<file path="src/rtl/lhi_pkg.sv">
package lhi_pkg;

    // ****************************************************************
    // Widths and reset values
    // ****************************************************************
    localparam int          POS_W       = 32;
    localparam int          EXP_W       = 5;
    localparam int          SEL_W       = 3;
    localparam int          POLE_W      = 16;
    localparam int          POLE_DEPTH  = 8;
    localparam int          POLE_AW     = 3;
    localparam logic [2:0]  SEL_RESET   = 3'h3;
    localparam logic [31:0] ABS_ORIGIN  = 32'h0;

    // ****************************************************************
    // Interval exponents per selector code
    // ****************************************************************
    localparam logic [4:0]  EXP_SEL0    = 5'h0d;
    localparam logic [4:0]  EXP_SEL1    = 5'h11;
    localparam logic [4:0]  EXP_SEL2    = 5'h12;
    localparam logic [4:0]  EXP_SEL3    = 5'h14;
    localparam logic [4:0]  EXP_SEL4    = 5'h16;
    localparam logic [4:0]  EXP_SEL5    = 5'h18;
    localparam logic [4:0]  EXP_SEL6    = 5'h1a;
    localparam logic [4:0]  EXP_SEL7    = 5'h1e;
    localparam int          EXP_MAX     = 30;

    typedef enum logic [1:0] {
        LHI_IDLE  = 2'b00,
        LHI_SEEK  = 2'b01,
        LHI_ARMED = 2'b10
    } lhi_state_e;

    function automatic logic [4:0] lhi_exp(input logic [2:0] sel);
        logic [4:0] e;
        e = EXP_SEL3;
        unique case (sel)
            3'h0: e = EXP_SEL0;
            3'h1: e = EXP_SEL1;
            3'h2: e = EXP_SEL2;
            3'h3: e = EXP_SEL3;
            3'h4: e = EXP_SEL4;
            3'h5: e = EXP_SEL5;
            3'h6: e = EXP_SEL6;
            3'h7: e = EXP_SEL7;
        endcase
        return e;
    endfunction

endpackage

</file>
<file path="src/rtl/lhi_core.sv">
// Notes on behaviour
// (RULE_01) Selector 0..7 gives interval 2^13,17,18,20,22,24,26,30; resets to code 3.
// (RULE_02) Incremental: homes every interval multiple from first mark after start.
// (RULE_03) Operator puts a reference mark ahead in the homing direction.
// (RULE_04) Operator enables multi-mark input when scale has two or more marks.
// (RULE_05) Absolute: homes every interval multiple counted from position zero.
// (RULE_06) Stored pole data can be read out and written in.
// (RULE_07) Operator cycles power before written pole data is relied upon.
// (RULE_08) Home hit when offset low bits up to the exponent are all zero.
`timescale 1ns/10ps
module lhi_core #(
    parameter int POS_W = lhi_pkg::POS_W
) (
    input  wire logic                     ref_clk_i,
    input  wire logic                     arst_n_i,
    input  wire logic [POS_W-1:0]         position_i,
    input  wire logic                     ref_mark_i,
    input  wire logic                     homing_start_i,
    input  wire logic                     encoder_absolute_i,
    input  wire logic [lhi_pkg::SEL_W-1:0] homing_interval_select_i,
    input  wire logic                     multi_reference_mark_enable_i,
    input  wire logic                     pole_wr_en_i,
    input  wire logic                     pole_rd_en_i,
    input  wire logic [lhi_pkg::POLE_AW-1:0] pole_addr_i,
    input  wire logic [lhi_pkg::POLE_W-1:0]  pole_wdata_i,
    output logic      [lhi_pkg::POLE_W-1:0]  pole_rdata_o,
    output logic                          pole_rvalid_o,
    output logic                          pole_written_o,
    output logic                          seeking_o,
    output logic                          armed_o,
    output logic                          home_hit_o,
    output logic                          extra_mark_o,
    output logic      [POS_W-1:0]         reference_pos_o,
    output logic      [lhi_pkg::EXP_W-1:0] interval_exp_o
);
    import lhi_pkg::*;

    initial begin
        if (POS_W < EXP_MAX + 1) begin
            $error("lhi_core: POS_W too narrow for the largest interval");
        end
    end

    // ****************************************************************
    // Reference mark synchroniser and edge
    // ****************************************************************
    logic mark_s1;
    logic mark_s2;
    logic mark_s3;

    always_ff @(posedge ref_clk_i or negedge arst_n_i) begin
        if (!arst_n_i) begin
            mark_s1 <= 1'b0;
            mark_s2 <= 1'b0;
            mark_s3 <= 1'b0;
        end else begin
            mark_s1 <= ref_mark_i;
            mark_s2 <= mark_s1;
            mark_s3 <= mark_s2;
        end
    end

    wire mark_rise = mark_s2 & ~mark_s3;

    // ****************************************************************
    // Homing sequence
    // ****************************************************************
    lhi_state_e       state;
    lhi_state_e       next_state;
    logic [SEL_W-1:0] sel_lat;
    logic [POS_W-1:0] reference;

    wire in_seek  = (state == LHI_SEEK);
    wire in_armed = (state == LHI_ARMED);

    always_comb begin
        next_state = state;
        if (homing_start_i) begin
            next_state = encoder_absolute_i ? LHI_ARMED : LHI_SEEK;
        end else if (in_seek && mark_rise) begin
            next_state = LHI_ARMED; // RULE_02
        end
    end

    always_ff @(posedge ref_clk_i or negedge arst_n_i) begin
        if (!arst_n_i) begin
            state     <= LHI_IDLE;
            sel_lat   <= SEL_RESET; // RULE_01
            reference <= '0;
        end else begin
            state <= next_state;
            if (homing_start_i) begin
                sel_lat <= homing_interval_select_i;
                if (encoder_absolute_i) begin
                    reference <= POS_W'(ABS_ORIGIN); // RULE_05
                end
            end else if (in_seek && mark_rise) begin
                reference <= position_i; // RULE_02
            end
        end
    end

    // ****************************************************************
    // Power-of-two interval test
    // ****************************************************************
    wire [EXP_W-1:0] cur_exp = lhi_exp(sel_lat); // RULE_01
    wire [POS_W-1:0] one_w   = {{(POS_W-1){1'b0}}, 1'b1};
    wire [POS_W-1:0] mask    = (one_w << cur_exp) - one_w;
    wire [POS_W-1:0] offset  = position_i - reference;
    wire             on_grid = ((offset & mask) == '0); // RULE_08

    // Extra marks only matter when the scale is declared single-mark
    wire extra_set = in_armed & mark_rise & ~multi_reference_mark_enable_i;

    always_ff @(posedge ref_clk_i or negedge arst_n_i) begin
        if (!arst_n_i) begin
            home_hit_o      <= 1'b0;
            extra_mark_o    <= 1'b0;
            seeking_o       <= 1'b0;
            armed_o         <= 1'b0;
            reference_pos_o <= '0;
            interval_exp_o  <= EXP_SEL3;
        end else begin
            home_hit_o      <= in_armed & on_grid; // RULE_08
            extra_mark_o    <= extra_set | (extra_mark_o & ~homing_start_i);
            seeking_o       <= (next_state == LHI_SEEK);
            armed_o         <= (next_state == LHI_ARMED);
            reference_pos_o <= reference;
            interval_exp_o  <= cur_exp; // RULE_01
        end
    end

    // ****************************************************************
    // Magnetic pole data store
    // ****************************************************************
    lhi_pole_mem #(
        .WIDTH (POLE_W),
        .DEPTH (POLE_DEPTH),
        .AW    (POLE_AW)
    ) u_pole_mem (
        .ref_clk_i (ref_clk_i),
        .wr_en_i   (pole_wr_en_i), // RULE_06
        .rd_en_i   (pole_rd_en_i), // RULE_06
        .addr_i    (pole_addr_i),
        .wdata_i   (pole_wdata_i),
        .rdata_o   (pole_rdata_o)
    );

    // Written data stays pending until the next power-up reset
    always_ff @(posedge ref_clk_i or negedge arst_n_i) begin
        if (!arst_n_i) begin
            pole_rvalid_o  <= 1'b0;
            pole_written_o <= 1'b0;
        end else begin
            pole_rvalid_o  <= pole_rd_en_i;
            pole_written_o <= pole_written_o | pole_wr_en_i; // RULE_07
        end
    end

    // ****************************************************************
    // Checks
    // ****************************************************************
    logic started;
    logic [POS_W-1:0] pos_d;
    always_ff @(posedge ref_clk_i or negedge arst_n_i) begin
        if (!arst_n_i) begin
            started <= 1'b0;
            pos_d   <= '0;
        end else begin
            started <= started | homing_start_i;
            pos_d   <= position_i;
        end
    end
endmodule // lhi_core

</file>
<file path="src/rtl/lhi_pole_mem.sv">
`timescale 1ns/10ps
module lhi_pole_mem #(
    parameter int WIDTH = lhi_pkg::POLE_W,
    parameter int DEPTH = lhi_pkg::POLE_DEPTH,
    parameter int AW    = lhi_pkg::POLE_AW
) (
    input  wire logic             ref_clk_i,
    input  wire logic             wr_en_i,
    input  wire logic             rd_en_i,
    input  wire logic [AW-1:0]    addr_i,
    input  wire logic [WIDTH-1:0] wdata_i,
    output logic      [WIDTH-1:0] rdata_o
);
    import lhi_pkg::*;

    initial begin
        if (DEPTH > (1 << AW) || DEPTH < 1) begin
            $error("lhi_pole_mem: DEPTH does not fit AW");
        end
    end

    logic [WIDTH-1:0] mem [DEPTH];

    always_ff @(posedge ref_clk_i) begin
        if (wr_en_i) begin
            mem[addr_i] <= wdata_i;
        end
        if (rd_en_i) begin
            rdata_o <= mem[addr_i];
        end
    end
endmodule // lhi_pole_mem

</file>
<file path="config.mk">
export PLATFORM = sky130hd
export DESIGN_NAME = lhi_core
export DESIGN_NICKNAME = d
export VERILOG_FILES = /design/src/rtl/lhi_pkg.sv /design/src/rtl/lhi_core.sv /design/src/rtl/lhi_pole_mem.sv
export SDC_FILE = /design/constraint.sdc
export NUM_CORES = 1
export LEC_CHECK = 0
export BUFFER_PORTS_ARGS = -buffer_cell sky130_fd_sc_hd__buf_2
export CORE_MARGIN = 3
export CORE_UTILIZATION = 35
export DETAILED_ROUTE_END_ITERATION = 8
export HOLD_SLACK_MARGIN = 0.03
export SYNTH_ARGS = -nofsm -noshare
export SYNTH_HDL_FRONTEND = slang
export SYNTH_SLANG_ARGS = --single-unit
</file>
<file path="constraint.sdc">
create_clock -name ref_clk_i -period 6.35 [get_ports ref_clk_i]
set_clock_uncertainty 0.05 [all_clocks]
set_input_delay 0.635 -clock ref_clk_i [delete_from_list [all_inputs] [get_ports ref_clk_i]]
set_output_delay 0.635 -clock ref_clk_i [all_outputs]
set_load 0.02 [all_outputs]
</file>
==> qor.txt, run 1 <==
outcome - completed
DRC viols - 0
Via Count - 6546
effective utilization at floorplan - 35.8%
Placed Area - 11400 um^2
NumNets Final - 978
layout cell share with drive strength beyond 1 - 27.6%
Die Ht - 178 um
Max Buffers Root-to-Sink - 3
startpoint type of the worst setup path - flop
share of the synthesized area in the top cell type - 41.6%
CP required - 6.75 ns
Via density - 5.10
CP arrival - 4.01 ns
final setup fails - 0
design area - 12300 um^2
unrepaired setup endpoints after global routing - false
Final Hold Violating Endpoints - 0
total power - 3.68 mW
Distinct cells, synth - 74
Post-synth EDFFs - 144
crit-path cells - inv_1, ha_1, nor2_1, a21oi_1, nor2_1, a211oi_1, and4_1, o211a_1, o2111ai_1, nor4_1, nand4_1, nor4b_2
post-synthesis sequential area ratio - 61.7%
Max-slew headroom - 22.2%
dpl cells - 1236
H-Tree Depth - 1
GRT overflow - 0
FF+latch count, synth - 227
fin crit period - 3.61 ns
Worst IR Drop VDD - 0.166 mV
CTS tree - built
# diodes - 0
vias in the first global route - 6700
I/O Pins - 121
core area - 29000 um^2
Synth Cell Area - 10400 um^2
pwr dens - 300 nW/um^2
Post-Place Worst Slack - 2.56 ns
Routed Antenna Nets - 0
Worst Path Max Fanout - 17
Fin Setup TNS - 0 ns
Slowest-stage cell, CP - ha_1
yosys warns - 0
Top delay family on crit path - simple AND/OR/NAND/NOR gates
HPWL after detailed placement - 16000 um
fmax - 277 MHz
max-slew violations - 0
max_cap viols - 0
leakage power figure - 4.77 nW
slowest cell delay on critical path - 0.61 ns
CP Capture Type - flop
die width - 178 um
fin crit share - 56.9%
fin worst setup slack - 2.74 ns
Layout fillers - 2745
die area - 31800 um^2
1st-iter DRT viols - 338
worst-margin pin slew - 1.17 ns
CP dominant cell by count - nor2_1
post-layout util - 42.3%
synthesized netlist cell count - 758
first-pass GRT wire length - 37700 um
Total GRT Usage - 15.2%
initial antenna violation count - 0
top post-synthesis cells by area - edfxtp_1 42%, dfrtp_1 19%, mux4_2 6.9%, ha_1 4.2%, a22o_1 2.7%
mean cell area of the mapped netlist - 13.7 um^2
post-route insts no fill - 1283
Worst-Skew Late Latency - 0.54 ns
dominant cell type by area after synthesis - edfxtp_1
# port buffers - 120
Layout area overhead - 18.3%
setup bufs post-CTS - 0
worst min-delay path category - primary input to flop
Clock transition at path regs - 0.06 ns
routed len/inst - 18.5 um
ys flop type - edfxtp_1
clock buffer count from CTS - 25
Num Clock Sinks - 227
asr flop ratio synth - 36.6%
crit path buf inv count - 1
DRT Wirelength - 23700 um
cell row count - 62
largest net degree at the start of global routing - 54
drt first pass iters - 4
Final Wtd Congestion - 0.886
worst hold margin - 0.158 ns
Setup CP Type - flop to flop
clk root buf - clkbuf_16
==> kinds of logic after synthesis <==
kind of cell             share of synthesized area, %
multiplexers                                     9.07
XOR/XNOR                                         1.86
other                                          0.0361
AND/OR/NAND/NOR                                  8.31
flip-flops                                       61.7
adder cells (fa/ha/maj)                          4.41
buffers and inverters                            3.00
AO/OA/AOI/OAI                                    11.6
==> where the power goes <==
part,internal (mW),switching (mW)
logic,0.195,0.298
clock network,0.896,0.615
registers,1.65,0.0285
==> synthesized netlist by cell type, drive strengths merged (3+ instances only) <==
cell	n
a31oi	3
inv	44
mux2i	3
a211oi	4
nand2b	12
mux2	17
a21oi	44
nor4	9
o22ai	3
nor2	52
o2bb2ai	3
dfstp	4
nor3b	5
ha	35
clkbuf	25
nand2	43
xnor2	14
a21o	6
nand3	6
mux4	32
nand4	6
dfrtp	79
buf	6
a22o	32
o211ai	4
o21ai	42
xor2	8
edfxtp	144
or3	4
nor2b	7
o21bai	4
nor3	14
or2	3
o21a	8
==> worst paths after layout <==
path	cells past startpoint	endpoint	startpoint	slack, ns
worst max-delay path	12	home_hit_o	sel_lat[1]	2.74
worst min-delay path	1	mark_s1	ref_mark_i	0.16
worst max register to register	12	home_hit_o	sel_lat[1]	2.74
worst min register to register	0	mark_s2	mark_s1	0.31
max in group asynchronous	3	reference_pos_o[7]	arst_n_i	4.69
min in group asynchronous	2	reference_pos_o[30]	arst_n_i	0.51
==> cell usage in the layout, fill, tap and decap left out, drive strengths merged, types with 3 or more instances in the layout <==
| cell | instances |
|---|---|
| o21bai | 4 |
| nor3b | 5 |
| clkinvlp | 4 |
| clkinv | 8 |
| or3 | 4 |
| mux4 | 32 |
| a21oi | 44 |
| mux2 | 17 |
| a211oi | 4 |
| mux2i | 3 |
| dfstp | 4 |
| inv | 46 |
| nand4 | 6 |
| xnor2 | 14 |
| nor4 | 9 |
| nand2b | 12 |
| o22ai | 3 |
| nor3 | 14 |
| ha | 35 |
| nor2 | 52 |
| or2 | 3 |
| o2bb2ai | 3 |
| o21ai | 42 |
| clkbuf | 28 |
| nor2b | 7 |
| a31oi | 3 |
| a22o | 32 |
| nand2 | 43 |
| a21o | 6 |
| edfxtp | 144 |
| buf | 124 |
| dfrtp | 79 |
| bufinv | 4 |
| nand3 | 6 |
| o211ai | 4 |
| xor2 | 8 |
| o21a | 8 |
==> what timing repair did <==
| action | in CTS | in global routing |
|---|---|---|
| gates resized for setup | 0 | 0 |
| hold buffers | 1 | 0 |
| hold endpoints to repair | 26 | 0 |
==> metal layers <==
layer	GRT usage (%)	wire, um	vias to the layer above	part of all wire, %
met2	26.3	12100	147	51
met3	2.53	985	42	4.1
met4	4.61	700	0	2.9
met1	19.6	10000	3245	42
met5	0	0	-	0
li1	-	-	3112	-
==> cell type report <==
cell class                 instances  area, um^2  share of cell area [%]
clock buffer                      28         637                    5.18
clock inverter                    18         226                    1.84
inverter                          44         165                    1.34
multi-input combinational        457        3730                    30.3
sequential                       227        6410                    52.1
tap                              384         480                    3.91
timing repair buffer             125         643                    5.23
==> flip-flops by register name, summed over array words and instances (netlist names), 2 cells and up <==
| name | flops |
|---|---|
| reference | 32 |
| interval_exp_o | 5 |
| u_pole_mem.mem | 128 |
| u_pole_mem.rdata_o | 16 |
| state | 2 |
| reference_pos_o | 32 |
| sel_lat | 3 |
Power figures use the tool's default switching activity.
==> run 2, diff against run 1 <==
==> constraint.sdc (replaced) <==
create_clock -name ref_clk_i -period 3.3 [get_ports ref_clk_i]
set_clock_uncertainty 0.05 [all_clocks]
set_input_delay 0.33 -clock ref_clk_i [delete_from_list [all_inputs] [get_ports ref_clk_i]]
set_output_delay 0.33 -clock ref_clk_i [all_outputs]
set_load 0.02 [all_outputs]
==> run 2 against run 1 <==
Net effect:
- worst hold slack worse by 0.11 ns
- flip-flop and latch count stayed put
- wire length is 3.6% higher
- setup slack worse by 2.6 ns
- largest power group unchanged
==> qor.txt, run 2 (synthesis gave the netlist of run 1 again) <==
post-layout util - 46.2%
fmax - 315 MHz
NumNets Final - 1091
total power - 7.36 mW
# diodes - 0
Worst-Skew Late Latency - 0.52 ns
Via density - 5.03
effective utilization at floorplan - 35.8%
clk root buf - clkbuf_16
cell row count - 62
CP Capture Type - flop
CTS tree - built
design area - 13400 um^2
slowest cell delay on critical path - 0.54 ns
Worst Path Max Fanout - 4
I/O Pins - 121
worst-margin pin slew - 1.04 ns
Via Count - 7031
Top reg by flops - u_pole_mem.mem
drt first pass iters - 7
clock buffer count from CTS - 26
H-Tree Depth - 1
# port buffers - 120
CP required - 3.68 ns
max reg flops - 128
worst hold margin - 0.0488 ns
DRC viols - 0
first-pass GRT wire length - 38800 um
layout cell share with drive strength beyond 1 - 31.4%
Clock transition at path regs - 0.06 ns
Worst IR Drop VDD - 0.420 mV
most common library cell in the layout ignoring fill and taps - edfxtp_1
most frequent cells in the layout - 144 x edfxtp_1, 119 x buf_2, 79 x dfrtp_1
Final Hold Violating Endpoints - 0
outcome - completed
crit-path cells - dlygate4sd3_1, buf_2, ha_1, buf_4, buf_4, nand4_1, nor2_1, or3b_4, buf_4, a21oi_4, or4_1, a21oi_1, nor4_2, nand4_1, nor4b_2
Max-slew headroom - 30.5%
fin crit share - 96.3%
fin worst setup slack - 0.121 ns
startpoint type of the worst setup path - primary input
CP dominant cell by count - buf_4
worst min-delay path category - primary input to flop
r2r setup slk - 0.15 ns
vias in the first global route - 7225
final setup fails - 0
Setup CP Type - primary input to flop
DRT Wirelength - 24600 um
HPWL after detailed placement - 16900 um
pwr dens - 549 nW/um^2
Routed Antenna Nets - 0
1st-iter DRT viols - 356
fin crit period - 3.18 ns
Num Clock Sinks - 227
top flop regs - u_pole_mem.mem (128), reference (32), reference_pos_o (32)
Die Ht - 178 um
initial antenna violation count - 0
max-slew violations - 0
die area - 31800 um^2
Placed Area - 11900 um^2
leakage power figure - 5.33 nW
GRT overflow - 0
max_cap viols - 0
Slowest-stage cell, CP - dlygate4sd3_1
Final Wtd Congestion - 0.862
core area - 29000 um^2
CP arrival - 3.56 ns
Post-Place Worst Slack - -0.101 ns
routed len/inst - 17.6 um
largest net degree at the start of global routing - 84
Layout area overhead - 29.2%
die width - 178 um
Max Buffers Root-to-Sink - 3
Total GRT Usage - 15.6%
-- run 2: cell types whose count changed in the layout (fill, tap and decap cells not counted), moves of 5 or more --
cell	before	now
a21oi_1	42	35
nor2_2	6	0
buf_4	5	65
dlygate4sd3_1	1	52
a21oi_2	0	5
nor2_1	46	52
-- run 2: metal layers --
| layer | routed length, um | vias up | global-route usage (%) |
|---|---|---|---|
| met5 | 0 | - | 0 |
| met2 | 12300 | 156 | 27.6 |
| li1 | - | 3331 | - |
| met3 | 1100 | 42 | 2.60 |
| met1 | 10700 | 3502 | 20.1 |
| met4 | 589 | 0 | 3.18 |
-- run 2: layout make-up --
type	count	area, um^2
clock buffers	31	689
clock inverters	17	223
fillers	2603	15600
inverters	44	165
multi-input cells	457	3830
flip-flops and latches	227	6410
well taps	384	480
repair buffers	237	1620
-- run 2: final timing paths --
kind                                 start              endpoint  cells past startpoint
max in group asynchronous         arst_n_i   reference_pos_o[13]                      2
hold reg to reg                    mark_s1               mark_s2                      0
setup reg to reg              reference[0]            home_hit_o                     13
hold / removal             pole_wdata_i[1]  u_pole_mem.mem[2][1]                      1
min in group asynchronous         arst_n_i   reference_pos_o[30]                      2
setup / recovery            position_i[12]            home_hit_o                     15
-- run 2: timing repair --
item / 4_1_cts / 5_1_grt
resized for setup: 1 / 23
hold endpoints to repair: 227 / 0
pin swaps: 0 / 7
endpoints found under the setup margin: 1 / 1
setup buffers: 0 / 0
hold buffers: 52 / 0
-- run 2: critical path: cells and delay by family --
family | cells | cell delay (ns)
AOI/OAI and AO/OA | 2 | 0.23
adders and majority gates | 1 | 0.35
buffers and inverters | 5 | 1.11
and+or+nand+nor | 7 | 1.51
-- run 2: power breakdown --
group | internal [mW] | leakage [nW] | switching, mW
registers | 3.17 | 2.42 | 0.0483
clock network | 1.88 | 0.445 | 1.14
logic | 0.499 | 2.46 | 0.628
total | 5.55 | 5.33 | 1.81
-- run 2: stage by stage --
step | std cells | setup TNS, ns
floorplan | 759 | 0
global placement | 1297 | -0.0371
detailed placement | 1297 | -0.101
CTS | 1397 | 0
global route | 1397 | -0.00506
finish | 1397 | 0
==> run 3, diff against run 2 <==
--- a/config.mk
+++ b/config.mk
@@ -6,10 +6,13 @@
 export NUM_CORES = 1
 export LEC_CHECK = 0
 export BUFFER_PORTS_ARGS = -buffer_cell sky130_fd_sc_hd__buf_2
+export CELL_PAD_IN_SITES_DETAIL_PLACEMENT = 2
+export CELL_PAD_IN_SITES_GLOBAL_PLACEMENT = 2
 export CORE_MARGIN = 3
 export CORE_UTILIZATION = 35
 export DETAILED_ROUTE_END_ITERATION = 8
 export HOLD_SLACK_MARGIN = 0.03
+export PLACE_DENSITY_LB_ADDON = 0.1
 export SYNTH_ARGS = -nofsm -noshare
 export SYNTH_HDL_FRONTEND = slang
 export SYNTH_SLANG_ARGS = --single-unit
==> run 3 against run 2 <==
Net effect:
- combinational power increased by 12%
- clock-buffer cell count increased by 5
- design area increased by 3.2%
- cell count increased by 2.4%
- critical path type unchanged
- flip-flop and latch count unchanged
- fmax decreased by 0.72%
==> qor.txt, run 3 (synthesis gave the netlist of run 1 again) <==
clock network fraction of total power - 41.6%
Total GRT Usage - 19.3%
slowest cell delay on critical path - 0.53 ns
I/O Pins - 121
Via density - 5.15
Layout fillers - 2899
HPWL after detailed placement - 22100 um
Cell Int Power - 5.79 mW
Worst-Skew Late Latency - 0.53 ns
Seq. cell area - 6410 um^2
switching power total - 1.91 mW
fin crit share - 97.0%
fmax - 312 MHz
DRT Wirelength - 30800 um
routed len/inst - 21.6 um
crit-path cells - dlygate4sd3_1, buf_2, ha_4, buf_4, a21oi_1, or3_4, or3b_4, a2111oi_4, nor3_2, xor2_1, o32ai_1, a32o_2, nor4b_2
initial antenna violation count - 0
Placed Area - 12000 um^2
# port buffers - 120
post-route insts no fill - 1430
NumNets Final - 1124
CP required - 3.68 ns
Sw Share - 24.8%
worst min-delay path category - primary input to flop
footprint of the multi-input gates - 3960 um^2
Fin Setup TNS - 0 ns
fin worst setup slack - 0.0974 ns
Worst Path Max Fanout - 4
Clock transition at path regs - 0.06 ns
Top reg by flops - u_pole_mem.mem
worst hold margin - 0.0482 ns
vias in the first global route - 8307
outcome - completed
leakage power figure - 5.54 nW
core area - 29000 um^2
Num Clock Sinks - 227
largest net degree at the start of global routing - 34
clock buffer count from CTS - 26
max reg flops - 128
cell row count - 62
Via Count - 7366
GRT overflow - 0
dpl cells - 1322
Seq pwr share - 42.0%
pwr dens - 555 nW/um^2
effective utilization at floorplan - 35.8%
Routed Antenna Nets - 0
Max Buffers Root-to-Sink - 3
die area - 31800 um^2
die width - 178 um
Die Ht - 178 um
clk root buf - clkbuf_16
CTS tree - built
CP arrival - 3.58 ns
Slowest-stage cell, CP - dlygate4sd3_1
total power - 7.69 mW
startpoint type of the worst setup path - primary input
worst-margin pin slew - 1.27 ns
Final Wtd Congestion - 0.832
most frequent cells in the layout - 144 x edfxtp_1, 118 x buf_2, 99 x buf_4
drt first pass iters - 6
layout cell share with drive strength beyond 1 - 35.9%
post-layout util - 47.7%
H-Tree Depth - 1
Final Hold Violating Endpoints - 0
Post-Place Worst Slack - -0.188 ns
top flop regs - u_pole_mem.mem (128), reference (32), reference_pos_o (32)
first-pass GRT wire length - 47900 um
final setup fails - 0
design area - 13900 um^2
1st-iter DRT viols - 327
fin crit period - 3.20 ns
Setup CP Type - primary input to flop
CP Capture Type - flop
most common library cell in the layout ignoring fill and taps - edfxtp_1
Max-slew headroom - 15.0%
Gate power share - 16.4%
max-slew violations - 0
max_cap viols - 0
Worst IR Drop VDD - 0.396 mV
# diodes - 0
DRC viols - 0
Layout area overhead - 33.4%
## run 3: critical path: cells and delay by family
kind                     cells  cell delay [ns]
XOR/XNOR                     1             0.14
AND/OR/NAND/NOR              4             1.17
AO/OA/AOI/OAI                4             0.86
adder cells (fa/ha/maj)      1             0.27
buffers and inverters        3             0.81
## run 3: power groups by stage
| stage | Combinational [mW] | Sequential, mW | Clock, mW |
|---|---|---|---|
| detailed placement | 1.14 | 3.28 | 0 |
| floorplan | 0.599 | 3.33 | 0 |
| global placement | 1.11 | 3.27 | 0 |
| global route | 1.39 | 3.24 | 3.42 |
| CTS | 1.20 | 3.23 | 3.29 |
| finish | 1.26 | 3.23 | 3.20 |
## run 3: path summary, 6_finish.rpt
check	from	endpoint	slack, ns	cells past startpoint
setup / recovery	position_i[6]	home_hit_o	0.1	13
setup reg to reg	reference[1]	home_hit_o	0.1	13
hold / removal	pole_wdata_i[8]	u_pole_mem.mem[7][8]	0.05	1
max in group asynchronous	arst_n_i	reference_pos_o[15]	2.29	3
hold reg to reg	mark_s1	mark_s2	0.31	0
min in group asynchronous	arst_n_i	reference[30]	0.17	2
## run 3: area by class of cell
cell class,count,area share [%]
clock buffers,36,5.41
repair buffers,270,13.5
inverters,44,1.19
multi-input cells,457,28.6
clock inverters,12,1.56
well taps,384,3.47
flip-flops and latches,227,46.2
## run 3: what timing repair did
action	in CTS	in global routing
pin swaps	4	24
setup buffers	0	12
endpoints found under the hold margin	138	0
hold buffers	50	0
setup endpoints to repair	1	1
resized for setup	5	42
## run 3: metal layers
layer / vias to the layer above / GRT usage [%] / part of all wire (%)
li1: 3392 / - / -
met1: 3815 / 23.1 / 40
met2: 117 / 36.6 / 55
met3: 42 / 2.77 / 3.3
met4: 0 / 4.38 / 1.8
met5: - / 0 / 0
